--- config.mk ---
export PLATFORM = sky130hd
export DESIGN_NAME = pwaalu_top
export DESIGN_NICKNAME = d
export VERILOG_FILES = /design/src/pwaalu_pkg.sv /design/src/pwaalu_lane_if.sv /design/src/pwaalu_top.sv /design/src/pwaalu_lane.sv /design/src/pwaalu_flags.sv
export VERILOG_INCLUDE_DIRS = /design/src
export SDC_FILE = /design/constraint.sdc
export NUM_CORES = 1
export LEC_CHECK = 0
export ABC_CLOCK_PERIOD_IN_PS = 7700
export BUFFER_PORTS_ARGS = -buffer_cell sky130_fd_sc_hd__buf_2
export CORE_ASPECT_RATIO = 0.75
export CORE_UTILIZATION = 45
export CTS_CLUSTER_DIAMETER = 150
export DETAILED_ROUTE_END_ITERATION = 6
export PLACE_DENSITY = 0.7
export REMOVE_ABC_BUFFERS = 1
export SETUP_SLACK_MARGIN = 0.4
export SLEW_MARGIN = 20
export SYNTH_ARGS = -nofsm -noshare
export SYNTH_HDL_FRONTEND = slang
export SYNTH_HIERARCHICAL = 1
export SYNTH_SLANG_ARGS = --single-unit
export TNS_END_PERCENT = 100
--- constraint.sdc ---
create_clock -name CLOCK -period 7.7 [get_ports CLOCK]
set_clock_uncertainty 0.15 [all_clocks]
set_input_delay 0.77 -clock CLOCK [delete_from_list [all_inputs] [get_ports CLOCK]]
set_output_delay 0.77 -clock CLOCK [all_outputs]
set_load 0.005 [all_outputs]
--- src/pwaalu_regs.svh ---
// constants: status bit positions, reset values, saturation limits and register offsets
`ifndef PWAALU_REGS_SVH
`define PWAALU_REGS_SVH
// ***************************************************
// register offsets (word index on the plain port)
// ***************************************************
`define PWAALU_OFF_STATUS   4'h0
`define PWAALU_OFF_IRQ_ST   4'h1
`define PWAALU_OFF_IRQ_EN   4'h2
`define PWAALU_OFF_IRQ_CLR  4'h3
`define PWAALU_OFF_SUM_HI   4'h4
`define PWAALU_OFF_SUM_LO   4'h5
`define PWAALU_OFF_FIELD    4'h6
// ***************************************************
// vector status field positions
// ***************************************************
`define PWAALU_BIT_LO_SAT     0
`define PWAALU_BIT_HI_SAT     1
`define PWAALU_BIT_LO_STICKY  2
`define PWAALU_BIT_HI_STICKY  3
`define PWAALU_STATUS_RST   4'h0
// ***************************************************
// interrupt event bits
// ***************************************************
`define PWAALU_EV_SAT       0
`define PWAALU_EV_DONE      1
// ***************************************************
// saturation limits
// ***************************************************
`define PWAALU_SMAX         32'h7fffffff
`define PWAALU_SMIN         32'h80000000
`define PWAALU_UMAX         32'hffffffff
`endif

--- src/pwaalu_pkg.sv ---
// package: operation codes of the datapath slice
package pwaalu_pkg;
   typedef enum logic [2:0] {
      PWAALU_OP_XNOR,
      PWAALU_OP_ABS,
      PWAALU_OP_ADDI,
      PWAALU_OP_ADD_SM,
      PWAALU_OP_ADD_SS,
      PWAALU_OP_ADD_UM,
      PWAALU_OP_ADD_US
   } pwaalu_op_type;
   typedef enum logic {
      PWAALU_IDLE,
      PWAALU_BUSY
   } pwaalu_state_type;
endpackage

--- src/pwaalu_lane_if.sv ---
// interface: one 32-bit lane operation and its answer
`timescale 1ns/1ps
interface pwaalu_lane_if;
   logic [31:0]        a;
   logic [31:0]        b;
   pwaalu_pkg::pwaalu_op_type op;
   logic [31:0]        y;
   logic               sat;
   modport ctl  (output a, output b, output op, input  y, input  sat);
   modport lane (input  a, input  b, input  op, output y, output sat);
endinterface

--- src/pwaalu_top.sv ---
// datapath slice: xnor, paired-word vector ops, accumulator and status
//
// Overview of operation
// RQ1: xnor op writes inverted xor of source operand and operand b to operand a.
// RQ2: with record flag, condition field zero gets sign/zero of low word and summary.
// RQ3: vector abs per lane; most negative value passes, no overflow flagged.
// RQ4: zero-extended 5-bit immediate added to both lanes of operand b.
// RQ5: signed modulo accumulate-add writes destination and accumulator.
// RQ6: signed saturating accumulate-add clamps on overflow or underflow.
// RQ7: saturating forms write per-lane current overflow flags.
// RQ8: saturating forms OR lane overflow into sticky flags until software clears.
// RQ9: unsigned modulo accumulate-add writes destination and accumulator.
// RQ10: unsigned saturating accumulate-add clamps on carry out.
// RQ11: unsigned saturating form records overflow like signed form.
// RQ12: signed clamps to 7fffffff/80000000, unsigned to ffffffff.
//
// The implementer's own choices: the plain strobed port and the register addresses.
`timescale 1ns/1ps
`include "pwaalu_regs.svh"
module pwaalu_top (
   input  wire logic        CLOCK,
   input  wire logic        RESET_N,
   input  wire logic        ISSUE,
   input  wire logic [2:0]  OPCODE,
   input  wire logic        RECORD_FLAG,
   input  wire logic        SUMMARY_IN,
   input  wire logic [63:0] SOURCE_OPERAND,
   input  wire logic [63:0] OPERAND_A,
   input  wire logic [63:0] OPERAND_B,
   input  wire logic [4:0]  SMALL_IMMEDIATE,
   output logic      [63:0] RESULT,
   output logic             RESULT_VALID,
   output logic             FIELD_WRITE,
   output logic      [3:0]  CONDITION_FIELD_ZERO,
   input  wire logic [3:0]  REG_ADDR,
   input  wire logic [31:0] REG_WDATA,
   input  wire logic        REG_WR,
   input  wire logic        REG_RD,
   output logic      [31:0] REG_RDATA,
   output logic             IRQ
);
   // ***************************************************
   // declarations
   // ***************************************************
   pwaalu_lane_if          lane_hi ();
   pwaalu_lane_if          lane_lo ();
   pwaalu_pkg::pwaalu_op_type op;
   logic [63:0]            running_sum_register_q;
   logic [3:0]             vector_status_reg_q;
   logic [1:0]             irq_st_q;
   logic [1:0]             irq_en_q;
   logic [63:0]            result_d;
   logic [3:0]             field_d;
   logic                   is_acc;
   logic                   is_sat;
   logic [1:0]             ev;

   assign op = pwaalu_pkg::pwaalu_op_type'(OPCODE);

   // is the op one of the accumulate adds
   function automatic logic acc_op(input pwaalu_pkg::pwaalu_op_type o);
      acc_op = (o == pwaalu_pkg::PWAALU_OP_ADD_SM) || (o == pwaalu_pkg::PWAALU_OP_ADD_SS) ||
               (o == pwaalu_pkg::PWAALU_OP_ADD_UM) || (o == pwaalu_pkg::PWAALU_OP_ADD_US);
   endfunction

   // is the op a saturating accumulate add
   function automatic logic sat_op(input pwaalu_pkg::pwaalu_op_type o);
      sat_op = (o == pwaalu_pkg::PWAALU_OP_ADD_SS) || (o == pwaalu_pkg::PWAALU_OP_ADD_US);
   endfunction

   assign is_acc = acc_op(op);
   assign is_sat = sat_op(op);

   // ***************************************************
   // lane operand steering
   // ***************************************************
   always_comb begin
      lane_hi.op = op;
      lane_lo.op = op;
      lane_hi.a  = OPERAND_A[63:32];
      lane_lo.a  = OPERAND_A[31:0];
      if (op == pwaalu_pkg::PWAALU_OP_ADDI) begin
         lane_hi.a = {27'h0, SMALL_IMMEDIATE}; // RQ4
         lane_lo.a = {27'h0, SMALL_IMMEDIATE}; // RQ4
         lane_hi.b = OPERAND_B[63:32];
         lane_lo.b = OPERAND_B[31:0];
      end else begin
         lane_hi.b = running_sum_register_q[63:32]; // RQ5 RQ9
         lane_lo.b = running_sum_register_q[31:0];
      end
   end

   pwaalu_lane u_lane_hi (
      .lp (lane_hi)
   );

   pwaalu_lane u_lane_lo (
      .lp (lane_lo)
   );

   // result select: xnor or the lane pair
   always_comb begin
      if (op == pwaalu_pkg::PWAALU_OP_XNOR) begin
         result_d = ~(SOURCE_OPERAND ^ OPERAND_B); // RQ1
      end else begin
         result_d = {lane_hi.y, lane_lo.y};
      end
   end

   pwaalu_flags u_flags (
      .word    (result_d[31:0]),
      .summary (SUMMARY_IN),
      .field   (field_d)
   );

   // ***************************************************
   // result outputs
   // ***************************************************
   always_ff @(posedge CLOCK) begin
      if (!RESET_N) begin
         RESULT       <= 64'h0;
         RESULT_VALID <= 1'b0;
      end else begin
         RESULT_VALID <= ISSUE;
         if (ISSUE) begin
            RESULT <= result_d; // RQ1
         end
      end
   end

   // condition field zero update
   always_ff @(posedge CLOCK) begin
      if (!RESET_N) begin
         FIELD_WRITE          <= 1'b0;
         CONDITION_FIELD_ZERO <= 4'h0;
      end else begin
         FIELD_WRITE <= ISSUE && RECORD_FLAG && op == pwaalu_pkg::PWAALU_OP_XNOR; // RQ2
         if (ISSUE && RECORD_FLAG && op == pwaalu_pkg::PWAALU_OP_XNOR) begin
            CONDITION_FIELD_ZERO <= field_d; // RQ2
         end
      end
   end

   // ***************************************************
   // accumulator
   // ***************************************************
   always_ff @(posedge CLOCK) begin
      if (!RESET_N) begin
         running_sum_register_q <= 64'h0;
      end else if (ISSUE && is_acc) begin
         running_sum_register_q <= result_d; // RQ5 RQ6 RQ9 RQ10
      end
   end

   // ***************************************************
   // vector status: current and sticky overflow
   // ***************************************************
   always_ff @(posedge CLOCK) begin
      if (!RESET_N) begin
         vector_status_reg_q <= `PWAALU_STATUS_RST;
      end else begin
         // software clears sticky bits by writing one; a new overflow wins
         if (REG_WR && REG_ADDR == `PWAALU_OFF_STATUS) begin
            vector_status_reg_q[`PWAALU_BIT_LO_STICKY] <=
               vector_status_reg_q[`PWAALU_BIT_LO_STICKY] & ~REG_WDATA[`PWAALU_BIT_LO_STICKY];
            vector_status_reg_q[`PWAALU_BIT_HI_STICKY] <=
               vector_status_reg_q[`PWAALU_BIT_HI_STICKY] & ~REG_WDATA[`PWAALU_BIT_HI_STICKY];
         end
         if (ISSUE && is_sat) begin
            vector_status_reg_q[`PWAALU_BIT_LO_SAT] <= lane_lo.sat; // RQ7 RQ11
            vector_status_reg_q[`PWAALU_BIT_HI_SAT] <= lane_hi.sat; // RQ7 RQ11
            if (lane_lo.sat) begin
               vector_status_reg_q[`PWAALU_BIT_LO_STICKY] <= 1'b1; // RQ8 RQ11
            end
            if (lane_hi.sat) begin
               vector_status_reg_q[`PWAALU_BIT_HI_STICKY] <= 1'b1; // RQ8 RQ11
            end
         end
      end
   end

   // ***************************************************
   // interrupts: saturation event and instruction done
   // ***************************************************
   assign ev[`PWAALU_EV_SAT]  = ISSUE && is_sat && (lane_lo.sat || lane_hi.sat);
   assign ev[`PWAALU_EV_DONE] = ISSUE;

   // sticky events, set wins over clear
   always_ff @(posedge CLOCK) begin
      if (!RESET_N) begin
         irq_st_q <= 2'h0;
      end else if (REG_WR && REG_ADDR == `PWAALU_OFF_IRQ_CLR) begin
         irq_st_q <= (irq_st_q & ~REG_WDATA[1:0]) | ev;
      end else begin
         irq_st_q <= irq_st_q | ev;
      end
   end

   // enable register
   always_ff @(posedge CLOCK) begin
      if (!RESET_N) begin
         irq_en_q <= 2'h0;
      end else if (REG_WR && REG_ADDR == `PWAALU_OFF_IRQ_EN) begin
         irq_en_q <= REG_WDATA[1:0];
      end
   end

   // interrupt level from sticky state or this cycle's events
   always_ff @(posedge CLOCK) begin
      if (!RESET_N) begin
         IRQ <= 1'b0;
      end else begin
         IRQ <= |((irq_st_q | ev) & irq_en_q);
      end
   end

   // ***************************************************
   // register read port, data one cycle after strobe
   // ***************************************************
   always_ff @(posedge CLOCK) begin
      if (!RESET_N) begin
         REG_RDATA <= 32'h0;
      end else if (REG_RD) begin
         case (REG_ADDR)
            `PWAALU_OFF_STATUS: REG_RDATA <= {28'h0, vector_status_reg_q};
            `PWAALU_OFF_IRQ_ST: REG_RDATA <= {30'h0, irq_st_q};
            `PWAALU_OFF_IRQ_EN: REG_RDATA <= {30'h0, irq_en_q};
            `PWAALU_OFF_SUM_HI: REG_RDATA <= running_sum_register_q[63:32];
            `PWAALU_OFF_SUM_LO: REG_RDATA <= running_sum_register_q[31:0];
            `PWAALU_OFF_FIELD:  REG_RDATA <= {28'h0, CONDITION_FIELD_ZERO};
            default:            REG_RDATA <= 32'h0;
         endcase
      end else begin
         REG_RDATA <= 32'h0;
      end
   end
endmodule

--- src/pwaalu_lane.sv ---
// one 32-bit lane: absolute value, immediate add and accumulate adds
`timescale 1ns/1ps
`include "pwaalu_regs.svh"
module pwaalu_lane (
   pwaalu_lane_if.lane lp
);
   logic [32:0] sum;
   // lane arithmetic, b carries accumulator lane or operand b, a carries operand a or immediate
   always_comb begin
      sum    = {1'b0, lp.a} + {1'b0, lp.b};
      lp.y   = sum[31:0];
      lp.sat = 1'b0;
      case (lp.op)
         pwaalu_pkg::PWAALU_OP_ABS: begin
            lp.y = lp.a[31] ? (32'h0 - lp.a) : lp.a; // RQ3
         end
         pwaalu_pkg::PWAALU_OP_ADD_SS: begin
            // same-signed operands giving another sign overflow
            if (lp.a[31] == lp.b[31] && sum[31] != lp.a[31]) begin
               lp.sat = 1'b1; // RQ6
               lp.y   = lp.a[31] ? `PWAALU_SMIN : `PWAALU_SMAX; // RQ12
            end
         end
         pwaalu_pkg::PWAALU_OP_ADD_US: begin
            if (sum[32]) begin
               lp.sat = 1'b1; // RQ10
               lp.y   = `PWAALU_UMAX; // RQ12
            end
         end
         default: begin
            lp.y = sum[31:0]; // RQ4 RQ5 RQ9
         end
      endcase
   end
endmodule

--- src/pwaalu_flags.sv ---
// condition field zero from the low word of a result
`timescale 1ns/1ps
module pwaalu_flags (
   input  wire logic [31:0] word,
   input  wire logic        summary,
   output logic      [3:0]  field
);
   // negative, positive, zero, summary copy
   always_comb begin
      field = {word[31], ~word[31] & (|word), ~(|word), summary}; // RQ2
   end
endmodule

==> metrics.txt <==
first-pass GRT wire length 87.4 mm; leakage power between 7 and 8 nW; vias in the first global route 14600; Peak Freq 0.153 GHz; endpoint type of the worst setup path flop; number of flops mapped to enable cells by yosys 0; Setup crit start kind input pin; CTS tree yes; H-tree levels 4; Routed WL per cell 22.8 um; synthesis-stage register bit count 175; post-route minimum period 6520 ps; outcome complete, no violations; Mean Syn Cell Area just over 8 um^2; ys async rst share 0; Post-Synthesis Cells between 1500 and 2000; Nets 2395; hold_buf cts 0; Clock Sinks approximately 180; Routed WL 57.9 mm; post-synthesis sequential area ratio 0.234; fraction of layout cells with a size suffix above 1 0.239; area of the multi-input gates 10700 um^2; Top-Level Pins 346; Final Worst Setup Slack 1180 ps; CP peak stage delay 780 ps; Synth top area share 0.234; R2R Setup Slk 2170 ps; crit-path cells buf_2 > nor3b_2 > buf_12 > mux2_2 > ha_1 > a21oi_1 > o211ai_1 > a2111oi_0 > a2111o_1 > a211oi_1 > o2111ai_2 > a21boi_4 > buf_4 > o211ai_1 > mux2i_1 > inv_1 > nor4_2 > nand4_1 > o21ba_1 > nand4_1 > a21oi_1; gpl congestion about 0.98; DRT iter0 DRCs 1746; Buffers on Ports roughly 320; Final Util 0.535; YS warnings 6; GRT Total Usage 0.333; clk slew on worst S/H paths 80 ps; RR Startpoint running_sum_register_q[11]; RSZ-0062 raised after global routing no; post-synth top area cell dfxtp_1; vias per cell 6.22; pin count of the biggest net entering global routing 79; Slew Limit Headroom 0.340; final hold violation count 0; drt drc 0; slowest CP cell a2111oi_0; postcts setup bufs 0; Post-Synthesis Cell Area 15000 um^2; die area 34000 um^2; initial antenna violation count 1; synth cell count leaders dfxtp_1, a21oi_1, xnor2_1, a211oi_1, nand2_1; fill cell total of the finished layout 3172; Resized Gates After CTS 0; Clock Tree Buf Depth 2; max-cap violation count 0; via count approximately 16000; Netlist cell types 93; CTS root buf clkbuf_16; critical path type in2reg; Final Max Tran Viols 0; crit path launch OPCODE[2]; pwr/cell area 183 nW/um^2; CP max FO between 60 and 70; half-perimeter wire length after placement around 43 mm; Worst R2R End CONDITION_FIELD_ZERO[2]; required time worst endpoint 7860 ps; Setup crit end CONDITION_FIELD_ZERO[2]; most numerous cell in the Yosys netlist dfxtp_1; total power ~3.2 mW; pin slew with the least headroom to its limit 990 ps; FP Rows 57; Final ANT Viol Nets 0; dpl ws 856 ps; dominant synthesized flop cell dfxtp_1; GRT overflow 0; core area 32500 um^2; HP Class reg2reg; Worst EP arrival 6680 ps; path depth of the worst reg2reg path 18; Area contributors post-synth dfxtp_1, xnor2_1, a211oi_1, mux2_2, ha_1; chip height 160 um; initial core utilization 0.460; number of setup violations in the final report 0; Tcrit/Tclk final 0.847; DIE WIDTH approximately 210 um; TritonCTS Buffers 17; peak supply drop roughly 0.14 mV; Layout area overhead 16.3%; Clock Latency Late Sink 470 ps; register area 3500 um^2; TritonRoute pass-1 iters 5
through the flow:
| step | TNS [ps] | std cells | cell area, um^2 | hold WS, ps |
|---|---|---|---|---|
| 3_5_place_dp | 0 | 2507 | 16800 | 328 |
| 3_3_place_gp | 0 | 2507 | 16800 | 310 |
| 5_1_grt | 0 | 2539 | 17400 | 350 |
| 4_1_cts | 0 | 2539 | 17400 | 339 |
| 6_report | 0 | 2541 | 17400 | 341 |
| 2_1_floorplan | -988370 | 1715 | 14400 | 283 |
where the power goes:
| group | switching (mW) | internal (mW) |
|---|---|---|
| combinational | 0.763 | 0.522 |
| sequential | 0.0575 | 0.976 |
| clock | 0.439 | 0.427 |
cell type report:
cell class | count | area share
clock buffers | 18 | 0.0253
diodes | 2 | 0.000288
multi-input cells | 1477 | 0.615
clock inverters | 14 | 0.00619
repair buffers | 350 | 0.106
flip-flops and latches | 175 | 0.201
inverters | 63 | 0.0136
well taps | 442 | 0.0318
cell families after synthesis:
kind of cell	after synthesis	share of synthesized area
fa+ha+maj	68	0.0579
flops	175	0.234
xor+xnor	178	0.104
buf+inv	189	0.0534
compound gates	647	0.291
simple gates	433	0.151
mux	151	0.108
critical path: cells and delay by family:
family / cells / cell delay [ps]
compound gates: 10 / 2720
simple gates: 4 / 1160
buf+inv: 4 / 1000
mux: 2 / 630
fa+ha+maj: 1 / 340
how the worst min path moves through the flow:
stage | start | endpoint | cells past startpoint
after floorplan | vector_status_reg_q[1] | vector_status_reg_q[1] | 2
after global placement | vector_status_reg_q[2] | vector_status_reg_q[2] | 2
after detailed placement | vector_status_reg_q[3] | vector_status_reg_q[3] | 2
after CTS | vector_status_reg_q[3] | vector_status_reg_q[3] | 2
after global routing | vector_status_reg_q[3] | vector_status_reg_q[3] | 2
final | vector_status_reg_q[3] | vector_status_reg_q[3] | 2
layer usage:
metal  global-route usage  part of all wire  wire length (um)  vias up
met3               0.0651             0.087              5050       85
met1                0.492              0.47             27100     7505
met5                    0                 0                 0        -
met2                0.481              0.42             24200      862
li1                     -                 -                 -     7345
met4                0.102             0.028              1610        0
layout by cell type, fill, tap and decap left out, types with 13 or more instances in the layout:
master     netlist  routed
buf_2           25     316
dfxtp_1        175     175
a21oi_1        145     145
xnor2_1        141     141
a211oi_1       136     136
nand2_1        130     129
o21ai_0        128     128
nor2_1          86      86
mux2_2          77      77
mux2i_1         73      73
ha_1            66      66
inv_1           62      62
nor2b_1         60      58
a22oi_1         48      48
xor2_1          37      37
buf_4            9      33
o211ai_1        33      33
a21o_1          26      25
o31ai_1         24      24
nor3_1          21      20
o221ai_1        20      20
nand4_1         19      19
nand3_1         19      19
clkbuf_16        0      17
nor4_1          14      14
or3_1           13      13
o21a_1          13      13
registers in the layout, summed over array words and instances (netlist names):
name and cells:
RESULT 64, running_sum_register_q 64, REG_RDATA 32, CONDITION_FIELD_ZERO 4, vector_status_reg_q 4, irq_en_q 2, irq_st_q 2, FIELD_WRITE 1
IRQ 1, RESULT_VALID 1
No activity file was read; power rests on OpenSTA's default activity.
